<file path="src/design/wdpm_pkg.sv">
package wdpm_pkg;
	// Port command function codes
	localparam logic [3:0] OP_SW_RESET   = 4'h0;
	localparam logic [3:0] OP_SELF_TEST  = 4'h1;
	localparam logic [3:0] OP_SEL_RESET  = 4'h2;
	localparam logic [3:0] OP_DUMP       = 4'h3;
	localparam logic [3:0] OP_WAKE_DUMP  = 4'h7;
	localparam int         OPCODE_MSB    = 3;
	localparam int         PTR_LSB       = 4;
	// Dump area layout, doubleword indices
	localparam logic [1:0] DW_STATUS     = 2'h0;
	localparam logic [1:0] DW_COUNT      = 2'h1;
	localparam logic [1:0] DW_DATA       = 2'h2;
	localparam logic [31:0] DUMP_STATUS_OK = 32'h0000A000;
	localparam logic [7:0]  COUNT_OVERLONG = 8'hFF;
	localparam int          MAX_POST_BYTES = 120;
	// Power states
	localparam logic [1:0] PS_D0 = 2'h0;
	localparam logic [1:0] PS_D3 = 2'h3;
	// Driver-side register map
	localparam logic [3:0] REG_PORT      = 4'h0;
	localparam logic [3:0] REG_WAKE_IND  = 4'h1;
	localparam logic [3:0] REG_WAKE_CFG  = 4'h2;
	localparam logic [3:0] REG_PM_STATE  = 4'h3;
	// Wake indication bits
	localparam int IND_LINK     = 0;
	localparam int IND_MAGIC    = 1;
	localparam int IND_FRAME    = 2;
	localparam int IND_PME_STAT = 3;
	// Wake config bits
	localparam int CFG_LINK_EN  = 0;
	localparam int CFG_MAGIC_EN = 1;
	localparam int CFG_FRAME_EN = 2;
endpackage

</file>
<file path="src/design/wdpm_frame_store.sv">
`timescale 1ns/1ps
// Retained wake frame, flip-flop storage written bytewise, read by word
module wdpm_frame_store
	import wdpm_pkg::*;
#(
	parameter int DEPTH = 120
)(
	input  wire logic                     i_mclk,
	input  wire logic                     i_reset,
	input  wire logic                     i_clear,
	input  wire logic                     i_wr,
	input  wire logic [7:0]               i_byte,
	input  wire logic [$clog2(DEPTH)-1:0] i_rd_word,
	output logic [31:0]                   o_word,
	output logic [7:0]                    o_len
);
	initial
	begin
		if (DEPTH % 4 != 0 || DEPTH > 252)
			$error("frame store depth unsupported");
	end
	localparam int AW = $clog2(DEPTH);
	typedef struct packed {
		logic [DEPTH-1:0][7:0] mem;
		logic [7:0]            len;
		logic [31:0]           word;
	} wdpm_fs_t;
	wdpm_fs_t st_q, st_d;
	logic [AW-1:0] base;
	always_comb
	begin
		st_d = st_q;
		base = AW'({i_rd_word, 2'b00});
		if (i_clear)
			st_d.len = 8'h00;
		else if (i_wr)
		begin
			// Bytes past capacity are counted but dropped
			if (st_q.len < 8'(DEPTH))
				st_d.mem[st_q.len[AW-1:0]] = i_byte;
			if (st_q.len != 8'hFF)
				st_d.len = st_q.len + 8'h01;
		end
		for (int b = 0; b < 4; b++)
			st_d.word[b*8 +: 8] = st_q.mem[base + AW'(b)];
	end
	always_ff @(posedge i_mclk)
	begin
		if (i_reset)
		begin
			st_q.len  <= 8'h00;
			st_q.word <= 32'h0;
		end
		else
		begin
			st_q.len  <= st_d.len;
			st_q.word <= st_d.word;
		end
		st_q.mem <= st_d.mem;
	end
	assign o_word = st_q.word;
	assign o_len  = st_q.len;
endmodule

</file>
<file path="src/design/wdpm_pme_ctrl.sv">
`timescale 1ns/1ps
// Power-event status, wake indications and PHY power control
module wdpm_pme_ctrl
	import wdpm_pkg::*;
(
	input  wire logic       i_mclk,
	input  wire logic       i_reset,
	input  wire logic [1:0] i_pstate,
	input  wire logic       i_pme_en,
	input  wire logic       i_deep_pd_en,
	input  wire logic       i_link_up,
	input  wire logic [2:0] i_wake_en,
	input  wire logic       i_magic_hit,
	input  wire logic       i_frame_hit,
	input  wire logic       i_pmcsr_clr,
	input  wire logic [3:0] i_ind_clr,
	output logic [3:0]      o_ind,
	output logic            o_phy_off,
	output logic            o_pme
);
	typedef struct packed {
		logic [3:0] ind;
		logic       phy_off;
		logic       link_prev;
		logic       pme;
	} wdpm_pm_t;
	wdpm_pm_t st_q, st_d;
	logic link_ev, magic_ev, frame_ev;
	always_comb
	begin
		st_d = st_q;
		st_d.link_prev = i_link_up;
		// Link change wakes in every power state while the PHY is on, frames only outside D0
		link_ev  = i_wake_en[CFG_LINK_EN] && !st_q.phy_off && (i_link_up != st_q.link_prev);
		magic_ev = i_wake_en[CFG_MAGIC_EN] && i_magic_hit && i_pstate != PS_D0;
		frame_ev = i_wake_en[CFG_FRAME_EN] && i_frame_hit && i_pstate != PS_D0;
		// Clear first so a same-cycle event survives
		st_d.ind = st_q.ind & ~i_ind_clr;
		if (i_pmcsr_clr)
			st_d.ind[IND_PME_STAT] = 1'b0;
		if (link_ev)
			st_d.ind[IND_LINK] = 1'b1;
		if (magic_ev)
			st_d.ind[IND_MAGIC] = 1'b1;
		if (frame_ev)
			st_d.ind[IND_FRAME] = 1'b1;
		if (link_ev || magic_ev || frame_ev)
			st_d.ind[IND_PME_STAT] = 1'b1;
		if (i_pstate == PS_D3 && !i_pme_en && i_deep_pd_en)
			st_d.phy_off = 1'b1;
		else if (i_pme_en)
			st_d.phy_off = 1'b0;
		st_d.pme = st_d.ind[IND_PME_STAT] && i_pme_en;
	end
	always_ff @(posedge i_mclk)
	begin
		if (i_reset)
			st_q <= '0;
		else
			st_q <= st_d;
	end
	assign o_ind     = st_q.ind;
	assign o_phy_off = st_q.phy_off;
	assign o_pme     = st_q.pme;
endmodule

</file>
<file path="src/design/wdpm_top.sv">
// Decided for this implementation: the address-and-strobe port and the register addresses.
`timescale 1ns/1ps
// Behaviour
// - Port command function code sits in low four bits; five codes defined.
// - Wake dump copies retained frame to host memory at the pointer.
// - First dump write puts frame byte count into doubleword 1.
// - Frames over 120 bytes post 120 bytes and report count FFh.
// - Frame bytes follow from doubleword 2.
// - Last dump write puts A000h into doubleword 0.
// - Wake dump also applies internal selective reset.
// - Matching frame sets interesting-frame and power-event status together.
// - Frame lives in counter storage; driver must dump-reset counters after.
// - Magic frame may raise event but is never retained.
// - D3, events disabled, deep power-down enabled: PHY switched off.
// - D0 wakes on link change only; frames wake in D1 to D3.
// - Event enable after PHY off powers PHY up; link then raises event.
// - Power-event output held until status bit cleared.
// - Three clearable wake bits: link change, magic, interesting frame.
// - Clear through power-management register shows in driver-side copy.
module wdpm_top
	import wdpm_pkg::*;
#(
	parameter int FRAME_BYTES = MAX_POST_BYTES
)(
	input  wire logic        i_mclk,
	input  wire logic        i_reset,
	// Driver register port
	input  wire logic [3:0]  i_addr,
	input  wire logic [31:0] i_wdata,
	input  wire logic        i_wr,
	input  wire logic        i_rd,
	output logic [31:0]      o_rdata,
	// PCI power management
	input  wire logic [1:0]  i_pstate,
	input  wire logic        i_pme_en,
	input  wire logic        i_pmcsr_clr,
	input  wire logic        i_deep_pd_en,
	output logic             o_pme,
	// Receive side
	input  wire logic        i_link_up,
	input  wire logic        i_rx_valid,
	input  wire logic [7:0]  i_rx_byte,
	input  wire logic        i_rx_start,
	input  wire logic        i_rx_wake_hit,
	input  wire logic        i_rx_magic_hit,
	output logic             o_phy_off,
	// Host memory writes
	output logic             o_mem_wr,
	output logic [31:0]      o_mem_addr,
	output logic [31:0]      o_mem_data,
	input  wire logic        i_mem_ready,
	// Unit control
	output logic             o_sel_reset,
	output logic             o_sw_reset,
	output logic             o_self_test,
	output logic             o_stat_dump
);
	initial
	begin
		if (FRAME_BYTES != MAX_POST_BYTES)
			$error("frame store must hold the posted limit");
	end
	localparam int WAW = $clog2(FRAME_BYTES);
	localparam int NWORDS = FRAME_BYTES / 4;

	typedef enum logic [2:0] {
		S_IDLE   = 3'b000,
		S_COUNT  = 3'b001,
		S_FETCH  = 3'b010,
		S_DATA   = 3'b011,
		S_STATUS = 3'b100
	} wdpm_state_t;

	typedef struct packed {
		wdpm_state_t  st;
		logic [27:0]  ptr;
		logic [7:0]   posted;
		logic [7:0]   count;
		logic [WAW-1:0] widx;
		logic         capture;
		logic [2:0]   wake_cfg;
		logic         mem_wr;
		logic [31:0]  mem_addr;
		logic [31:0]  mem_data;
		logic [31:0]  rdata;
		logic         sel_reset;
		logic         sw_reset;
		logic         self_test;
		logic         stat_dump;
	} wdpm_top_t;

	wdpm_top_t s_q, s_d;
	logic [31:0] fs_word;
	logic [7:0]  fs_len;
	logic [3:0]  ind;
	logic [3:0]  ind_clr;
	logic        fs_wr;
	logic        fs_clear;
	logic        port_wr;

	function automatic logic [31:0] dump_addr(input logic [27:0] ptr, input logic [7:0] dw);
		dump_addr = {ptr, 4'h0} + {22'h0, dw, 2'b00};
	endfunction

	assign port_wr = i_wr && i_addr == REG_PORT;
	// Store is reloaded at each new candidate frame; magic frames never keep it
	assign fs_clear = i_rx_start && s_q.st == S_IDLE && !s_q.capture;
	assign fs_wr    = i_rx_valid && !s_q.capture && s_q.st == S_IDLE && i_pstate != PS_D0;
	assign ind_clr  = (i_wr && i_addr == REG_WAKE_IND) ? i_wdata[3:0] : 4'h0;

	wdpm_frame_store #(
		.DEPTH(FRAME_BYTES)
	) u_store (
		.i_mclk   (i_mclk),
		.i_reset  (i_reset),
		.i_clear  (fs_clear),
		.i_wr     (fs_wr),
		.i_byte   (i_rx_byte),
		.i_rd_word(s_q.widx),
		.o_word   (fs_word),
		.o_len    (fs_len)
	);

	wdpm_pme_ctrl u_pme (
		.i_mclk      (i_mclk),
		.i_reset     (i_reset),
		.i_pstate    (i_pstate),
		.i_pme_en    (i_pme_en),
		.i_deep_pd_en(i_deep_pd_en),
		.i_link_up   (i_link_up),
		.i_wake_en   (s_q.wake_cfg),
		.i_magic_hit (i_rx_magic_hit),
		.i_frame_hit (i_rx_wake_hit),
		.i_pmcsr_clr (i_pmcsr_clr),
		.i_ind_clr   (ind_clr),
		.o_ind       (ind),
		.o_phy_off   (o_phy_off),
		.o_pme       (o_pme)
	);

	always_comb
	begin
		s_d = s_q;
		s_d.sel_reset = 1'b0;
		s_d.sw_reset  = 1'b0;
		s_d.self_test = 1'b0;
		s_d.stat_dump = 1'b0;
		s_d.rdata     = 32'h0;
		// A matching frame freezes the store until the dump
		if (i_rx_wake_hit && i_pstate != PS_D0 && s_q.wake_cfg[CFG_FRAME_EN])
			s_d.capture = 1'b1;
		if (i_rd)
		begin
			unique case (i_addr)
				REG_WAKE_IND: s_d.rdata = {28'h0, ind};
				REG_WAKE_CFG: s_d.rdata = {29'h0, s_q.wake_cfg};
				REG_PM_STATE: s_d.rdata = {27'h0, o_phy_off, (s_q.st != S_IDLE), 1'b0, i_pstate};
				default:      s_d.rdata = 32'h0;
			endcase
		end
		if (i_wr && i_addr == REG_WAKE_CFG)
			s_d.wake_cfg = i_wdata[2:0];
		if (s_q.mem_wr && i_mem_ready)
			s_d.mem_wr = 1'b0;
		unique case (s_q.st)
			S_IDLE:
			begin
				if (port_wr)
				begin
					unique case (i_wdata[OPCODE_MSB:0])
						OP_SW_RESET:  s_d.sw_reset  = 1'b1;
						OP_SELF_TEST: s_d.self_test = 1'b1;
						OP_SEL_RESET: s_d.sel_reset = 1'b1;
						OP_DUMP:      s_d.stat_dump = 1'b1;
						OP_WAKE_DUMP:
						begin
							s_d.ptr = i_wdata[31:PTR_LSB];
							s_d.sel_reset = 1'b1;
							s_d.st = S_COUNT;
						end
						default: ;
					endcase
				end
			end
			S_COUNT:
			begin
				// A status write of the last dump may still be pending
				if (!s_q.mem_wr || i_mem_ready)
				begin
					// Overlong frames are truncated to the store size
					if (fs_len > 8'(MAX_POST_BYTES))
					begin
						s_d.count  = COUNT_OVERLONG;
						s_d.posted = 8'(MAX_POST_BYTES);
					end
					else
					begin
						s_d.count  = fs_len;
						s_d.posted = fs_len;
					end
					s_d.mem_wr   = 1'b1;
					s_d.mem_addr = dump_addr(s_q.ptr, {6'h0, DW_COUNT});
					s_d.mem_data = {24'h0, s_d.count};
					s_d.widx     = '0;
					s_d.st       = S_FETCH;
				end
			end
			S_FETCH:
			begin
				// Wait at least one cycle for the store's registered word, and until any pending write is accepted
				if (!s_q.mem_wr || i_mem_ready)
					s_d.st = ({s_q.widx, 2'b00} >= 10'(s_q.posted)) ? S_STATUS : S_DATA;
			end
			S_DATA:
			begin
				s_d.mem_wr   = 1'b1;
				s_d.mem_addr = dump_addr(s_q.ptr, 8'(DW_DATA) + 8'(s_q.widx));
				s_d.mem_data = fs_word;
				s_d.widx     = (32'(s_q.widx) + 1 < NWORDS) ? s_q.widx + WAW'(1) : s_q.widx;
				s_d.st       = S_FETCH;
				if (32'(s_q.widx) + 1 >= NWORDS)
					s_d.posted = 8'h00;
			end
			S_STATUS:
			begin
				if (!s_q.mem_wr || i_mem_ready)
				begin
					s_d.mem_wr   = 1'b1;
					s_d.mem_addr = dump_addr(s_q.ptr, {6'h0, DW_STATUS});
					s_d.mem_data = DUMP_STATUS_OK;
					s_d.capture  = 1'b0;
					// Counters held the frame; driver must dump-reset them now
					s_d.st       = S_IDLE;
				end
			end
			default: s_d.st = S_IDLE;
		endcase
	end

	always_ff @(posedge i_mclk)
	begin
		if (i_reset)
			s_q <= '0;
		else
			s_q <= s_d;
	end

	assign o_rdata     = s_q.rdata;
	assign o_mem_wr    = s_q.mem_wr;
	assign o_mem_addr  = s_q.mem_addr;
	assign o_mem_data  = s_q.mem_data;
	assign o_sel_reset = s_q.sel_reset;
	assign o_sw_reset  = s_q.sw_reset;
	assign o_self_test = s_q.self_test;
	assign o_stat_dump = s_q.stat_dump;
endmodule

</file>
<file path="config.mk">
export PLATFORM = sky130hd
export DESIGN_NAME = wdpm_top
export DESIGN_NICKNAME = d
export VERILOG_FILES = /design/src/design/wdpm_pkg.sv /design/src/design/wdpm_frame_store.sv /design/src/design/wdpm_pme_ctrl.sv /design/src/design/wdpm_top.sv
export SDC_FILE = /design/constraint.sdc
export NUM_CORES = 1
export LEC_CHECK = 0
export BUFFER_PORTS_ARGS = -buffer_cell sky130_fd_sc_hd__buf_2
export CAP_MARGIN = 20
export CORE_UTILIZATION = 58
export DETAILED_ROUTE_END_ITERATION = 6
export PLACE_DENSITY = 0.75
export SKIP_CTS_REPAIR_TIMING = 1
export SLEW_MARGIN = 10
export SYNTH_ARGS = -nofsm -noshare
export SYNTH_HDL_FRONTEND = slang
export SYNTH_SLANG_ARGS = --single-unit
export TNS_END_PERCENT = 10
</file>
<file path="constraint.sdc">
create_clock -name i_mclk -period 3.8 [get_ports i_mclk]
set_input_delay 0.57 -clock i_mclk [delete_from_list [all_inputs] [get_ports i_mclk]]
set_output_delay 0.57 -clock i_mclk [all_outputs]
set_load 0.005 [all_outputs]
</file>
## Word level (Yosys, flattened, before mapping)

Index checks and enable logic that the tools add are counted.

| word-level totals | value |
|---|---|
| flip-flop bits (word level) | 1166 |
| input bits | 59 |
| output and inout port bits | 103 |
| logic and storage cells | 280 |

| cells by class | value |
|---|---|
| add/subtract/negate cells | 9 |
| order comparisons | 11 |
| equal/unequal tests | 21 |
| muxes and demuxes | 44 |
| bitwise operators | 6 |
| reductions and logical operators | 48 |

Operators by type and width:

| cell | count |
|---|---|
| $bwmux 960 | 1 |
| $pmux 65 s3 | 1 |
| $bmux 8 s7 | 3 |
| $mux 65 | 2 |
| $mux 31 | 2 |
| $demux 8 s7 | 1 |
| $mux 8 | 6 |
| $bmux 8 s5 | 1 |
| $lt 7x8->1 const B | 5 |
| $add 32x10->32 | 1 |
| $add 32x3->32 const B | 1 |
| $lt 32x5->1 const B | 1 |
| $mux 23 | 1 |
| $logic_and 1x1->1 | 21 |
| $eq 4x2->1 const B | 4 |
| $mux 16 | 1 |
| $pmux 8 s2 | 1 |
| $mux 1 | 15 |
| $pmux 3 s5 | 1 |
| $pmux 5 s3 | 1 |
| $reduce_and 3->1 | 5 |
| $add 7x1->7 const B | 2 |
| $add 7x2->7 const B | 2 |
| $pmux 7 s2 | 1 |
| 34 further kinds | 59 |

## Logic depth before layout (Yosys ltp)

Gate-level depths: netlist of run 1.

| depth | value |
|---|---|
| depth in word-level cells | 8 |
| gate-level depth with buffers | 13 |
| mapped depth without buffers | 9 |

## By module

Synthesis of run 1 repeated with hierarchy kept, for this count alone.

| second synthesis, totals | value |
|---|---|
| cells, all modules | 2787 |
| area total of the unflattened synthesis | 45622.5 um^2 |

Modules (own cells, without submodules):

| module | times used | cells an instance | area an instance (um^2) | seq. area each (um^2) |
|---|---|---|---|---|
| wdpm_frame_store | 1 | 1978 | 38818.5 | 29628.4 |
| wdpm_top | 1 | 778 | 6513.7 | 2442.3 |
| wdpm_pme_ctrl | 1 | 31 | 290.3 | 140.1 |

## Worst setup path before layout of run 1

No wires, ideal clock.

| timing path | value |
|---|---|
| path kind | reg2reg |
| start point | register s_q[106] (netlist bit) |
| end point | register s_q (netlist bit o_mem_addr[25]) |
| setup time | 0.134 ns |
| data arrival time | 2.736 ns |
| data required time | 3.666 ns |
| path slack | 0.931 ns |
| stages on the path, launching flop included | 13 |
| buffers on the path | 3 |
| clock period less this slack | 2.869 ns |
| cells stage by stage | dfxtp_1 buf_4 buf_6 nand3_1 clkbuf_1 nor2_1 xor2_1 ha_1 a21o_1 a21oi_1 a21oi_1 a311oi_1 nor4_1 |

| between the ends | value |
|---|---|
| word-level cells in the longest chain between the ends | 3 |

Ends and longest elaborated chain:

| what | line | source |
|---|---|---|
| start, declared | wdpm_top.sv:92 | `wdpm_top_t s_q, s_d;` |
| start signal, assigned | wdpm_top.sv:243 | `s_q <= '0;` |
| start signal, assigned | wdpm_top.sv:245 | `s_q <= s_d;` |
| $add 2x7->8 | wdpm_top.sv:217 | `s_d.mem_addr = dump_addr(s_q.ptr, 8'(DW_DATA) + 8'(s_q.widx));` |
| $add 32x10->32 | wdpm_top.sv:102 | `dump_addr = {ptr, 4'h0} + {22'h0, dw, 2'b00};` |
| $pmux 65 s3 | wdpm_top.sv:165 | `unique case (s_q.st)` |

No other way between the ends.
A chain may end at the register's enable or synchronous reset.

## Final worst setup path of run 1

| timing path | value |
|---|---|
| start point | register s_q[108] (netlist bit) |
| end point | register s_q (netlist bit o_mem_addr[13]) |

The elaborated chain is that of the path after synthesis.

==> impl_metrics.ini, run 1 <==
[setup_path]
ff2ff_path_depth = 10
cp.required_ns = 4.39
setup.worst_path.start_class = register
path_cells = nand3_1, nor2_1, xor2_1, ha_1, a21o_1, a21oi_1, buf_4, a21oi_1, a211oi_1, nor4_1
path_common_cell = a21oi_1
cp-endpoint = o_mem_addr[13]
setup.worst_path.class = register to register
cp-startpoint = s_q[108]
r2r_start = s_q[108]
cp_num_cells = 10
crit_path_end_kind = register
arrival_ns = 3.63
crit_slowest_cell = a21oi_1
cp_max_fo = 10
worstPathBufferInverterCount = 1
crit_family = compound AO/OA/AOI/OAI gates
max_stage_delay_ns = 0.62
r2r_slack_ns = 0.76
rr_endpoint = o_mem_addr[13]

[die]
chipWidth_um = 280
die_area_um2 = 78300
initial_core_util_pct = 58.8
ios = 162
num_rows = 101
core_area_um2 = 76200
die_h_um = 280

[cells_and_area]
nFillCells = 4920
area_delta_synth_final_pct = 11.7
num_antenna_cells = 0
drive_gt1_share_pct = 22.7
final_nets = 2833

[clock_network]
clkLatencyLatePin_ns = 0.68
cts_buffer_depth = 3
cts_tree = built
cts_max_level = 3
clock-sinks = 1129
cts_inserted_buffers = 107
cts.clk_slew.worst_paths_ns = 0.06
cts_root_buf = clkbuf_16

[synth]
yosysTopAreaCellShare_pct = 64.4
avgSynthCellArea_um2 = 17.3
async_flop_share_pct = 0
synth_seq_cells = 1129
netlist-cell-type-count = 72
ys.flop_type = edfxtp_1
syn_inst = 2593
synth_top_area_cell = edfxtp_1
synth_most_common_cell = edfxtp_1
synth_edf_count = 960
yosysWarnings = 0
synth_area_um2 = 44800
synthTopCellsByArea = edfxtp_1 (64%), mux4_2 (9.5%), dfxtp_1 (7.6%), mux2i_1 (2.0%), buf_4 (1.9%)
synth_common_cells = edfxtp_1 (960), nor2_1 (190), mux4_2 (188), dfxtp_1 (169), nand2_1 (129)
ys_seq_area_share_pct = 71.9

[timing]
finalCritPeriodShare_pct = 80.0
hold_viol_final = 0
rsz0062_at_grt = false
finalSetupViolations = 0
fin_crit_ns = 3.04
worst_pin_slew_ns = 1.10
slew_headroom_pct = 27.0
skew_ns = 0.0289
setup_tns_ns = 0
max_freq_mhz = 329
slew_viol_final = 0

[place]
io_buffers = 132
place_congestion = 0.938
hpwl_mm = 65.7

[global_routing]
grt_pass1_vias = 24500
grt_pass1_wl_mm = 160
track_usage_pct = 27.8
grt_max_degree = 137
antenna_found_initial = 0
overflow = 0

[route]
wl_per_cell_um = 27.8
ant_nets = 0
routed_wl_mm = 108
drc = 0
num_vias = 25000
vias_per_cell = 6.45
dr.pass1.iters = 7
drt-initial-drc-count = 3008

[job]
maxCapViolations = 0

[power_and_ir_drop]
clkPwrFrac_pct = 43.0
p_comb_share_pct = 1.5
p_leak_nw = 16.0
switching_share_pct = 20.1
p_seq_share_pct = 55.4
p_per_area_nw_per_um2 = 485
p_int_mw = 19.4
p_total_mw = 24.3
peakVddDrop_mv = 0.406
power_switching_mw = 4.88

[worst_hold_path]
min_path_type = input pin to register
hp-start = i_pme_en

[outcome]
status = complete, no violations
-- worst min-delay path by stage --
stage / to / slack, ns / depth (start not counted)
after detailed placement: u_pme.o_ind[0] / 0.45 / 2
after global placement: s_q[127] / 0.44 / 2
final: u_pme.o_phy_off / 0.08 / 2
after CTS: u_pme.o_phy_off / 0.06 / 2
after global routing: u_pme.o_phy_off / 0.09 / 2
after floorplan: o_mem_addr[21] / 0.43 / 2
-- power by group through the flow --
stage / Sequential, mW / Combinational [mW] / Clock [mW]
global route: 13.4 / 0.396 / 11.0
floorplan: 13.7 / 0.104 / 0
detailed placement: 13.7 / 0.372 / 0
CTS: 13.4 / 0.371 / 10.5
finish: 13.4 / 0.374 / 10.4
global placement: 13.7 / 0.358 / 0
-- per-stage QoR --
step	area [um2]	util, %	setup slack, ns	cells	hold WS [ns]
after detailed placement	46600	61.1	0.736	3678	0.448
final	50000	65.7	0.761	3881	0.0823
after CTS	50000	65.7	0.796	3881	0.0627
after global routing	50000	65.7	0.510	3881	0.0861
after floorplan	44900	-	0.931	2621	0.426
after global placement	46600	61.1	0.772	3678	0.436
-- sequential cells by signal, summed over array words and instances (netlist names), 4 cells and up --
name	flops
s_q	50
u_store.st_q	960
o_mem_data	32
o_mem_addr	30
o_rdata	5
u_store.o_len	8
u_pme.o_ind	4
u_store.o_word	32
-- metal layers --
layer / vias to the layer above / wire length [um] / part of all wire (%) / track usage, %
met1: 12800 / 42300 / 39 / 39.6
li1: 10500 / - / - / -
met4: 0 / 3670 / 3.4 / 9.81
met5: - / 0 / 0 / 0
met2: 1530 / 51600 / 48 / 44.1
met3: 206 / 10300 / 9.6 / 4.43
-- area by class of cell --
class | instances | area (um2) | share of cell area (%)
clock buffers | 129 | 2830 | 5.66
flip-flops and latches | 1129 | 32200 | 64.4
inverters | 20 | 75.1 | 0.150
multi-input cells | 1227 | 11100 | 22.2
clock inverters | 74 | 618 | 1.24
well taps | 1030 | 1290 | 2.58
repair buffers | 272 | 1910 | 3.83
-- cell families (layout without fill, tap and decap cells) --
| logic type | Yosys count | in the layout | share of synthesized area [%] |
|---|---|---|---|
| flip-flops | 1129 | 1129 | 71.9 |
| XOR/XNOR | 20 | 20 | 0.391 |
| AND/OR/NAND/NOR | 464 | 464 | 4.74 |
| buffers and inverters | 265 | 495 | 3.63 |
| other | 1 | 29 | 0.00837 |
| multiplexers | 301 | 301 | 12.8 |
| AO/OA/AOI/OAI | 396 | 396 | 6.03 |
| adder cells (fa/ha/maj) | 17 | 17 | 0.492 |
-- placed cells by master (no fill, tap or decap), types with 9 or more instances in the layout --
cell,instances
a211oi_1,84
a21oi_1,63
a22o_1,24
a22oi_1,57
a31oi_1,14
and3_1,9
buf_12,12
buf_2,123
buf_4,129
clkbuf_1,17
clkbuf_16,109
clkinv_1,25
clkinv_2,25
conb_1,29
dfxtp_1,165
edfxtp_1,960
ha_1,16
inv_1,20
mux2i_1,89
mux4_1,22
mux4_2,188
nand2_1,129
nand3_1,37
nand4_1,10
nor2_1,189
nor2b_1,11
nor3_1,14
o21a_1,10
o21ai_0,58
o22ai_1,37
xnor2_1,13
(Power assumes the default switching activity.)
==> run 2: changes to the inputs <==
==> constraint.sdc (replaced) <==
create_clock -name i_mclk -period 3.15 [get_ports i_mclk]
set_input_delay 0.4725 -clock i_mclk [delete_from_list [all_inputs] [get_ports i_mclk]]
set_output_delay 0.4725 -clock i_mclk [all_outputs]
set_load 0.005 [all_outputs]
==> run 2 against run 1 <==
Against the previous run: the flow now finishes with violations (design-rule violations); via count down 0.53%; hold slack worse by 0.040 ns; combinational power up 17%; count of clock-buffer cells in the layout up 7; sequential share of layout area down 0.64 points; wire length down 1.3%; non-clock buffer count up 62; global-route usage down 0.39 points; critical path depth down 1; utilization up 0.66 points; die area unchanged; critical endpoint is now o_mem_addr[14].
==> impl_metrics.ini, run 2 (synthesized netlist as in run 1, its figures left out) <==
[timing]
slew_headroom_pct = 32.0
finalSetupViolations = 0
setup_ws_ns = 0.304
hold_ws_ns = 0.0422
max_freq_mhz = 351
setup_tns_ns = 0
skew_ns = 0.0228
fin_crit_ns = 2.85
worst_pin_slew_ns = 1.02
slew_viol_final = 0
hold_viol_final = 0
rsz0062_at_grt = false
finalCritPeriodShare_pct = 90.4

[clock_network]
clock-sinks = 1129
clkLatencyLatePin_ns = 0.68
cts.clk_slew.worst_paths_ns = 0.06
cts_tree = built
cts_root_buf = clkbuf_16
cts_inserted_buffers = 106
cts_buffer_depth = 3
cts_max_level = 3

[setup_path]
setup.worst_path.start_class = register
crit_path_end_kind = register
rr_endpoint = o_mem_addr[14]
r2r_slack_ns = 0.30
max_stage_delay_ns = 0.43
ff2ff_path_depth = 9
arrival_ns = 3.43
worstPathBufferInverterCount = 1
path_cells = ha_1, xor2_1, inv_1, fa_1, and3b_1, o221a_2, o21a_1, a32oi_1, a211oi_1
setup.worst_path.class = register to register
crit_slowest_cell = fa_1
r2r_start = s_q[107]
crit_family = compound AO/OA/AOI/OAI gates
cp_max_fo = 9
cp.required_ns = 3.73

[die]
num_rows = 101
die_area_um2 = 78300
die_h_um = 280
initial_core_util_pct = 58.8
chipWidth_um = 280
core_area_um2 = 76200
ios = 162

[global_routing]
antenna_found_initial = 1
grt_pass1_wl_mm = 157
grt_use_met1_pct = 37.1
overflow = 0
use_met3_pct = 5.73
grt_pass1_vias = 24900
grt_use_met2_pct = 44.4
track_usage_pct = 27.4
grt.busiest_layer = met2
grt_max_degree = 104

[outcome]
status = finished, violations left
violations = design-rule violations

[power_and_ir_drop]
p_total_mw = 29.3
peakVddDrop_mv = 0.456
p_per_area_nw_per_um2 = 580
p_leak_nw = 16.3

[cells_and_area]
stdcell_count = 3935
regMostFlops = u_store.st_q
final_nets = 2894
nFillCells = 4910
num_antenna_cells = 0
layout_commonest_cell = edfxtp_1
drive_gt1_share_pct = 24.2
final_cell_mix = edfxtp_1 (960), buf_4 (194), nor2_1 (189)
area_delta_synth_final_pct = 12.8
largest_register_ffs = 960
reg_top3 = u_store.st_q: 960 flops, s_q: 50 flops

[route]
ant_nets = 0
drc = 1
vias_per_cell = 6.32
wl_per_cell_um = 27.1
drt-initial-drc-count = 2770
num_vias = 24900
routed_wl_mm = 106
dr.pass1.iters = 7

[place]
hpwl_mm = 66.5
dp_cells = 3739
place_ws_ns = 0.397
place_congestion = 0.930
io_buffers = 132

[job]
maxCapViolations = 0

[worst_hold_path]
holdPathEnd = s_q[153]
min_path_cells = 3
min_path_type = input pin to register
hp-start = i_wdata[29]
[run 2: cell types whose count changed in the layout (fill, tap and decap cells not counted), moves of 4 or more]
cell	previous run	this run
buf_12	12	16
buf_6	8	0
clkinv_2	25	21
buf_4	129	194
clkinv_1	25	20
[run 2: how the worst max path moves through the flow]
stage | start | to | slack, ns | depth (start not counted)
after global placement | s_q[107] | o_mem_addr[18] | 0.42 | 9
after detailed placement | s_q[107] | o_mem_addr[18] | 0.40 | 9
final | s_q[107] | o_mem_addr[14] | 0.30 | 9
after global routing | s_q[107] | o_mem_addr[12] | 0.17 | 9
after floorplan | s_q[106] | o_mem_addr[25] | 0.28 | 12
after CTS | s_q[107] | o_mem_addr[14] | 0.38 | 9
[run 2: worst register-to-register path, delay by kind of cell (launching register included)]
family	cells	cell delay (ns)
buffers and inverters	1	0.09
and+or+nand+nor	1	0.25
DFF	1	0.38
xor gates and xnor gates	1	0.22
adders and majority gates	2	0.72
AOI/OAI and AO/OA	4	1.07
[run 2: metrics by stage]
stage	instance area [um2]	utilization, %
floorplan	44900	-
global placement	47100	61.8
detailed placement	47100	61.8
CTS	50500	66.3
global route	50500	66.3
finish	50500	66.3
[run 2: per-layer routing]
| metal | part of all wire (%) | wire (um) |
|---|---|---|
| met2 | 48 | 51500 |
| met4 | 3.4 | 3630 |
| met5 | 0 | 0 |
| met3 | 9.9 | 10500 |
| met1 | 38 | 40800 |
[run 2: layout make-up]
class / count / area (um2) / share of cell area, %
Clock buffer: 136 / 2910 / 5.76
Clock inverter: 59 / 557 / 1.10
Inverter: 20 / 75.1 / 0.149
Multi-Input combinational cell: 1227 / 11100 / 21.9
Sequential cell: 1129 / 32200 / 63.8
Tap cell: 1030 / 1290 / 2.55
Timing Repair Buffer: 334 / 2400 / 4.75
[run 2: power breakdown]
group          leakage, nW  switching (mW)  internal (mW)  total [mW]
logic                 4.59           0.346         0.0939       0.439
registers             10.0          0.0128           16.2        16.2
clock network         1.71            5.41           7.26        12.7
total                 16.3            5.77           23.6        29.3
